<file path="src/inc/trs_pkg.sv">
// Purpose: Shared constants and types for trigger routing and threshold select
// Assumes: Single board clock domain, plain control ports
// Notes: Selector codes, field widths and reset values live here
package trs_pkg;

   // ----------------------------------------------------------------------
   // Sizes
   // ----------------------------------------------------------------------
   localparam int TRS_BUS_LINES = 7;
   localparam int TRS_TIMING_SIGS = 8;
   localparam int TRS_BRD_SIGS = 4;
   localparam int TRS_BUS_SEL_W = 4;
   localparam int TRS_BRD_SEL_W = 3;
   localparam int TRS_MODE_W = 3;
   localparam int TRS_DAC8_W = 8;
   localparam int TRS_DAC12_W = 12;

   // ----------------------------------------------------------------------
   // Selector codes
   // ----------------------------------------------------------------------
   // Bus selector: 0..7 timing signals, 8..11 board signals
   localparam logic [TRS_BUS_SEL_W-1:0] TRS_BUS_SEL_BRD0 = 4'h8;
   localparam logic [TRS_BUS_SEL_W-1:0] TRS_BUS_SEL_MAX = 4'hb;
   // Board selector: 0..6 bus lines, 7 start or stop pulse
   localparam logic [TRS_BRD_SEL_W-1:0] TRS_BRD_SEL_PULSE = 3'h7;
   localparam logic [TRS_MODE_W-1:0] TRS_MODE_LOW_HYST = 3'h6;

   // ----------------------------------------------------------------------
   // Reset values
   // ----------------------------------------------------------------------
   localparam logic [TRS_BUS_SEL_W-1:0] TRS_BUS_SEL_RST = 4'h0;
   localparam logic [TRS_BRD_SEL_W-1:0] TRS_BRD_SEL_RST = 3'h0;
   localparam logic [TRS_MODE_W-1:0] TRS_MODE_RST = 3'h0;
   localparam logic [TRS_DAC12_W-1:0] TRS_DAC_RST = 12'h000;

   typedef enum logic [1:0] {
      TRS_TH_OFF = 2'b00,
      TRS_TH_ARMED = 2'b01,
      TRS_TH_LOWHYST = 2'b10
   } trs_th_state_e;

   typedef struct packed {
      logic src_sel_gain;
      logic pin_connect;
      logic th_enable;
      logic [TRS_MODE_W-1:0] th_mode;
      logic dac_is_12bit;
   } trs_ctrl_s;

endpackage

</file>
<file path="src/core/trs_bus_sel.sv">
// Purpose: One 12-input selector driving one shared trigger bus line
// Assumes: Select code held in a register by the caller
// Notes: Codes above the last input drive low
module trs_bus_sel
   import trs_pkg::*;
(
   // Sources
   input wire logic [TRS_TIMING_SIGS-1:0] timing_sig,
   input wire logic [TRS_BRD_SIGS-1:0] board_sig,
   // Control
   input wire logic [TRS_BUS_SEL_W-1:0] sel,
   // Output
   output logic line_out
);

   logic [11:0] srcs;

   assign srcs = {board_sig, timing_sig};

   always_comb begin
      if (sel <= TRS_BUS_SEL_MAX) begin
         line_out = srcs[sel];
      end else begin
         line_out = 1'b0;
      end
   end

endmodule

</file>
<file path="src/core/trs_top.sv">
// Purpose: Trigger routing, generated trigger and threshold trigger front end
// Assumes: Host loads settings with a write strobe; inputs synchronous
// Notes: Threshold DAC codes are inverted offsets: code 0 is highest level
//
// How it works
// - Each bus line has 12-input selector
// - Each board signal has 8-input selector
// - Only board signal 0 connects, others idle
// - Generated trigger is convert AND config bit
// - Source bit picks gain output or pin
// - Connect bit ties pin to programmable input
// - 8-bit code 0x00 is positive full scale
// - 12-bit code 0x000 is positive full scale
// - Comparators high when input above threshold
// - Thresholds from two calibration DAC channels
// - Threshold enable takes over pin slot
// - Mode 6 with enable selects low hysteresis
module trs_top
   import trs_pkg::*;
(
   // Clock and reset
   input wire logic clk_sys,
   input wire logic resetn,
   // Host settings
   input wire logic cfg_we,
   input wire logic [TRS_BUS_LINES*TRS_BUS_SEL_W-1:0] cfg_bus_sel,
   input wire logic [TRS_BRD_SIGS*TRS_BRD_SEL_W-1:0] cfg_brd_sel,
   input wire logic cfg_brd_pulse_stop,
   input wire trs_ctrl_s cfg_ctrl,
   input wire logic cfg_trig_on_convert,
   input wire logic dac_we,
   input wire logic [3:0] dac_chan,
   input wire logic [TRS_DAC12_W-1:0] dac_code,
   // Internal timing
   input wire logic [TRS_TIMING_SIGS-1:0] timing_sig,
   input wire logic convert_pulse,
   input wire logic acq_start_pulse,
   input wire logic acq_stop_pulse,
   // Shared trigger bus lines
   input wire logic [TRS_BUS_LINES-1:0] shared_trigger_bus_i,
   output logic [TRS_BUS_LINES-1:0] shared_trigger_bus_o,
   output logic [TRS_BUS_LINES-1:0] shared_trigger_bus_oe,
   input wire logic [TRS_BUS_LINES-1:0] cfg_bus_drive,
   // Analog front end, sampled as digital magnitude codes
   input wire logic [TRS_DAC12_W-1:0] gain_amplifier_output,
   input wire logic [TRS_DAC12_W-1:0] external_trigger_pin,
   input wire logic external_trigger_pin_dig,
   // Outputs
   output logic generated_trigger_0,
   output logic [TRS_BRD_SIGS-1:0] board_sig,
   output logic programmable_input_0,
   output logic [1:0] threshold_trig,
   output logic low_hyst_mode,
   output logic [TRS_DAC12_W-1:0] thresh_hi_level,
   output logic [TRS_DAC12_W-1:0] thresh_lo_level,
   output trs_th_state_e th_state
);

   // ----------------------------------------------------------------------
   // Setting registers
   // ----------------------------------------------------------------------
   logic [TRS_BUS_LINES*TRS_BUS_SEL_W-1:0] bus_sel_q;
   logic [TRS_BRD_SIGS*TRS_BRD_SEL_W-1:0] brd_sel_q;
   logic brd_pulse_stop_q;
   logic [TRS_BUS_LINES-1:0] bus_drive_q;
   trs_ctrl_s ctrl_q;
   logic trig_on_convert_bit;

   always_ff @(posedge clk_sys or negedge resetn) begin
      if (!resetn) begin
         bus_sel_q <= '0;
         brd_sel_q <= '0;
         brd_pulse_stop_q <= 1'b0;
         bus_drive_q <= '0;
         ctrl_q <= '0;
         trig_on_convert_bit <= 1'b0;
      end else if (cfg_we) begin
         bus_sel_q <= cfg_bus_sel;
         brd_sel_q <= cfg_brd_sel;
         brd_pulse_stop_q <= cfg_brd_pulse_stop;
         bus_drive_q <= cfg_bus_drive;
         ctrl_q <= cfg_ctrl;
         trig_on_convert_bit <= cfg_trig_on_convert;
      end
   end

   // ----------------------------------------------------------------------
   // Threshold DAC channels
   // ----------------------------------------------------------------------
   logic [TRS_DAC12_W-1:0] cal_ch11_q, cal_ch12_q, cal_ch0_q, cal_ch1_q;

   always_ff @(posedge clk_sys or negedge resetn) begin
      if (!resetn) begin
         cal_ch11_q <= TRS_DAC_RST;
         cal_ch12_q <= TRS_DAC_RST;
         cal_ch0_q <= TRS_DAC_RST;
         cal_ch1_q <= TRS_DAC_RST;
      end else if (dac_we) begin
         case (dac_chan)
            4'hb: cal_ch11_q <= {4'h0, dac_code[TRS_DAC8_W-1:0]};
            4'hc: cal_ch12_q <= {4'h0, dac_code[TRS_DAC8_W-1:0]};
            4'h0: cal_ch0_q <= dac_code;
            4'h1: cal_ch1_q <= dac_code;
            default: ;
         endcase
      end
   end

   // Full scale minus code gives a level rising as the code falls
   function automatic logic [TRS_DAC12_W-1:0] trs_level(
      input logic [TRS_DAC12_W-1:0] code, input logic wide);
      if (wide) begin
         trs_level = 12'hfff - code;
      end else begin
         trs_level = {8'hff - code[TRS_DAC8_W-1:0], 4'hf};
      end
   endfunction

   always_ff @(posedge clk_sys or negedge resetn) begin
      if (!resetn) begin
         thresh_hi_level <= 12'hfff;
         thresh_lo_level <= 12'hfff;
      end else if (ctrl_q.dac_is_12bit) begin
         thresh_hi_level <= trs_level(cal_ch0_q, 1'b1);
         thresh_lo_level <= trs_level(cal_ch1_q, 1'b1);
      end else begin
         thresh_hi_level <= trs_level(cal_ch11_q, 1'b0);
         thresh_lo_level <= trs_level(cal_ch12_q, 1'b0);
      end
   end

   // ----------------------------------------------------------------------
   // Comparators
   // ----------------------------------------------------------------------
   logic [TRS_DAC12_W-1:0] th_input;

   assign th_input = ctrl_q.src_sel_gain ? gain_amplifier_output
                                         : external_trigger_pin;

   always_ff @(posedge clk_sys or negedge resetn) begin
      if (!resetn) begin
         threshold_trig <= 2'b00;
      end else begin
         threshold_trig[0] <= th_input > thresh_hi_level;
         threshold_trig[1] <= th_input > thresh_lo_level;
      end
   end

   // ----------------------------------------------------------------------
   // Threshold mode state
   // ----------------------------------------------------------------------
   always_ff @(posedge clk_sys or negedge resetn) begin
      if (!resetn) begin
         th_state <= TRS_TH_OFF;
      end else begin
         case (th_state)
            TRS_TH_OFF,
            TRS_TH_ARMED,
            TRS_TH_LOWHYST: begin
               if (!ctrl_q.th_enable) begin
                  th_state <= TRS_TH_OFF;
               end else if (ctrl_q.th_mode == TRS_MODE_LOW_HYST) begin
                  th_state <= TRS_TH_LOWHYST;
               end else begin
                  th_state <= TRS_TH_ARMED;
               end
            end
            default: th_state <= TRS_TH_OFF;
         endcase
      end
   end

   assign low_hyst_mode = (th_state == TRS_TH_LOWHYST);

   // ----------------------------------------------------------------------
   // Programmable input 0 slot
   // ----------------------------------------------------------------------
   always_ff @(posedge clk_sys or negedge resetn) begin
      if (!resetn) begin
         programmable_input_0 <= 1'b0;
      end else if (ctrl_q.th_enable) begin
         programmable_input_0 <= threshold_trig[0];
      end else if (ctrl_q.pin_connect) begin
         programmable_input_0 <= external_trigger_pin_dig;
      end else begin
         programmable_input_0 <= 1'b0;
      end
   end

   // ----------------------------------------------------------------------
   // Generated trigger and board signals
   // ----------------------------------------------------------------------
   always_ff @(posedge clk_sys or negedge resetn) begin
      if (!resetn) begin
         generated_trigger_0 <= 1'b0;
      end else begin
         generated_trigger_0 <= convert_pulse & trig_on_convert_bit;
      end
   end

   logic [TRS_BRD_SIGS-1:0] brd_sel_out;
   logic acq_pulse;

   assign acq_pulse = brd_pulse_stop_q ? acq_stop_pulse : acq_start_pulse;

   genvar gb;
   generate
      for (gb = 0; gb < TRS_BRD_SIGS; gb++) begin : g_brd
         logic [TRS_BRD_SEL_W-1:0] s;
         assign s = brd_sel_q[gb*TRS_BRD_SEL_W +: TRS_BRD_SEL_W];
         assign brd_sel_out[gb] = (s == TRS_BRD_SEL_PULSE) ? acq_pulse
                                   : shared_trigger_bus_i[s];
      end
   endgenerate

   // Board signal 0 carries the generated trigger; the selected bus
   // value has no load beyond the selector itself
   assign board_sig = {3'b000, generated_trigger_0 | 1'b0};

   // ----------------------------------------------------------------------
   // Shared trigger bus drivers
   // ----------------------------------------------------------------------
   genvar gl;
   generate
      for (gl = 0; gl < TRS_BUS_LINES; gl++) begin : g_bus
         trs_bus_sel u_sel (
            .timing_sig(timing_sig),
            .board_sig(board_sig),
            .sel(bus_sel_q[gl*TRS_BUS_SEL_W +: TRS_BUS_SEL_W]),
            .line_out(shared_trigger_bus_o[gl])
         );
      end
   endgenerate

   assign shared_trigger_bus_oe = bus_drive_q;

endmodule

</file>
<file path="config.mk">
export PLATFORM = sky130hd
export DESIGN_NAME = trs_top
export DESIGN_NICKNAME = d
export VERILOG_FILES = /design/src/inc/trs_pkg.sv /design/src/core/trs_bus_sel.sv /design/src/core/trs_top.sv
export SDC_FILE = /design/constraint.sdc
export NUM_CORES = 1
export LEC_CHECK = 0
export BUFFER_PORTS_ARGS = -buffer_cell sky130_fd_sc_hd__buf_4
export CAP_MARGIN = 15
export CORE_UTILIZATION = 50
export DETAILED_ROUTE_END_ITERATION = 16
export PLACE_DENSITY = 0.78
export SYNTH_ARGS = -nofsm -noshare
export SYNTH_HDL_FRONTEND = slang
export SYNTH_SLANG_ARGS = --single-unit
</file>
<file path="constraint.sdc">
create_clock -name clk_sys -period 2.4 [get_ports clk_sys]
set_clock_uncertainty 0.05 [all_clocks]
set_input_delay 0.24 -clock clk_sys [delete_from_list [all_inputs] [get_ports clk_sys]]
set_output_delay 0.24 -clock clk_sys [all_outputs]
set_load 0.01 [all_outputs]
</file>
==> results.yml <==
status:
  status: "finished clean"
timing:
  slew_viol_final: 0
  post-route-period-util_pct: 92.5
  hold_ws_ps: 205
  rsz0062_at_grt: "no"
  setup_tns_ps: 0
  fmaxAchievable_ghz: 0.450
  setup_viol: 0
  setup_ws_ps: 180
  hold_violations: 0
  period_needed_ps: 2220
  slew-limit-headroom_pct: 62.0
  tightestPinTransition_ps: 570
critical_path:
  path_class: "flop to output pin"
  cp_data_required_time_ps: 2110
  crit_slowest_cell: "mux4_2"
  path_cells: "mux4_2, mux2i_1, o21ai_0, buf_4"
  cp.arrival_ps: 1930
  critical-path-max-stage-delay_ps: 510
  start_kind: "flop"
  worst_setup_path_end_kind: "output pin"
  critPathMaxFanout: 4
route:
  drcViolationCount: 0
  wirelength_um: 13400
  via_per_inst: 5.25
  dr_total_vias: 3935
  first_pass_iters: 5
  drtIter0Drc: 170
  ant_nets: 0
  post_drt_wl_per_cell_um: 17.8
min_path:
  min_path_type: "input pin to async pin"
synthesis:
  syn_inst: 398
  synthFlopType: "dfrtp_1"
  ys_types: 35
  yosysTopAreaCell: "dfrtp_1"
  synth_edf_count: 0
  ys_seq_elements: 113
  yosysSeqAreaShare_pct: 51.8
  async_flop_share_pct: 100
  yosys-top-cells-area: "dfrtp_1 (40%), mux2_2 (17%), dfstp_2 (11%), mux4_2 (5.7%), ha_1 (5.4%)"
  syn_area_mm2: 0.00551
  synth_top_cell_area_share_pct: 40.4
  synth.most_common_cell: "dfrtp_1"
  synth_warnings: 0
  synth_common_cells: "dfrtp_1 (89), mux2_2 (84), dfstp_2 (24), ha_1 (24), mux2i_1 (24)"
  postSynthAreaPerCell_um2: 13.9
floorplanning:
  coreArea_mm2: 0.0105
  die_area_mm2: 0.0115
  start_util_pct: 52.5
  num_rows: 37
  die_y_um: 107
  ios: 168
  fp.dieW_um: 107
grt:
  grt_usage_pct: 25.8
  antenna_found_initial: 1
  grt_remaining_overflow: 0
  grt_pass1_vias: 4376
  grt_max_degree: 44
  grt_first_pass_wirelength_um: 21900
power:
  powerDensity_mw_per_mm2: 845
  p_leak_nw: 3.74
  ir_worst_vdd_mv: 0.628
clock_tree:
  post_cts_resize_count: 0
  cts_tree: "built"
  clk_pin_slew_ps: 60
  cts.htree.levels: 4
  cts-root-buf: "clkbuf_8"
  clk_path_buf_depth: 2
  cts.sinks: 113
  numCtsBuffers: 17
  clk_latency_ps: 530
placement:
  place_hpwl_um: 9170
  gp_congestion: 0.851
  place_area_mm2: 0.00664
  port_buffers: 142
  dp_slack_ps: 201
flow_run:
  max-cap-violations: 0
finish:
  final_area_mm2: 0.00786
  synthToLayoutAreaGrowth_pct: 42.5
  layout.nets: 743
  final_layout_size_suffix_gt1_share_pct: 51.2
==> per-layer routing <==
metal,vias to the layer above,part of all wire (%),routed length [um],track usage [%]
met5,-,0,0,0
met1,1940,41,5500,29.9
met3,30,4.1,549,5.90
li1,1836,-,-,-
met4,0,2.6,345,11.3
met2,129,52,6960,45.4
==> report_power, final <==
| part | switching (mW) | internal (mW) | leakage [nW] |
|---|---|---|---|
| Combinational | 0.585 | 0.822 | 2.12 |
| Sequential | 0.252 | 2.33 | 1.32 |
| Clock | 0.929 | 1.73 | 0.303 |
| Total | 1.77 | 4.88 | 3.74 |
==> logic make-up (layout without fill, tap and decap cells) <==
kind of cell | after synthesis | after routing | synth area share, %
multiplexers | 132 | 132 | 30.0
adder cells (fa/ha/maj) | 24 | 24 | 5.45
AND/OR/NAND/NOR | 57 | 57 | 5.60
flip-flops | 113 | 113 | 51.8
AO/OA/AOI/OAI | 26 | 26 | 2.72
other | 1 | 4 | 0.0680
buffers and inverters | 45 | 258 | 4.38
==> layout by cell type (no fill, tap or decap), types with 2 or more instances in the layout <==
cell / count
nand3_1: 6
nor2b_1: 3
nand4_1: 7
nor2_1: 9
o22ai_1: 4
o211ai_1: 2
buf_4: 145
o21ai_0: 6
inv_6: 3
nand4b_1: 2
mux4_2: 14
bufinv_16: 4
inv_1: 22
dfstp_2: 24
dfrtp_1: 89
nand2_1: 18
clkbuf_8: 2
nor3_1: 3
conb_1: 3
a21oi_1: 10
clkinvlp_4: 2
ha_1: 24
clkbuf_16: 16
mux2_2: 84
a211o_1: 2
mux2_4: 10
clkinv_4: 5
mux2i_1: 24
nand2b_1: 2
dlygate4sd3_1: 58
a31oi_1: 2
==> cell type report <==
class	instances	area (um^2)
diodes	1	2.50
clock buffers	18	428
clock inverters	14	205
fillers	679	2650
inverters	22	82.6
multi-input cells	242	2420
flip-flops and latches	113	2860
well taps	136	170
repair buffers	204	1690
==> critical path: cells and delay by family (launching register included) <==
| kind | cells | cell delay [ps] |
|---|---|---|
| mux | 2 | 660 |
| flops | 1 | 430 |
| buf+inv | 1 | 170 |
| compound gates | 1 | 130 |
==> final timing paths <==
kind	from	to	slack (ps)	cells after the start
hold / removal	resetn	bus_sel_q[11]	200	2
min in group clk_sys	dac_chan[2]	cal_ch12_q[1]	260	3
hold reg to reg	cal_ch1_q[1]	thresh_lo_level[1]	350	1
max in group asynchronous	resetn	thresh_hi_level[11]	1390	3
setup / recovery	bus_sel_q[0]	shared_trigger_bus_o[0]	180	4
setup reg to reg	ctrl_q[6]	threshold_trig[0]	210	5
==> sequential cells by signal (all words and copies together), names as in the netlist, 7 cells and up <==
register / cells
bus_sel_q: 28
cal_ch0_q: 12
cal_ch11_q: 8
cal_ch12_q: 8
cal_ch1_q: 12
ctrl_q: 7
shared_trigger_bus_oe: 7
thresh_hi_level: 12
thresh_lo_level: 12
==> what timing repair did <==
item                      CTS  global route
hold buffers               58             0
buffers inserted            0             0
hold endpoints to repair  123             0
==> stage by stage <==
stage / power (mW) / utilization [%] / std cells
after floorplan: 3.33 / - / 400
after global placement: 3.88 / 63.2 / 659
after detailed placement: 3.93 / 63.2 / 659
after CTS: 6.70 / 74.7 / 749
after global routing: 6.98 / 74.8 / 750
final: 6.64 / 74.8 / 750
No activity file was read; power rests on OpenSTA's default activity.
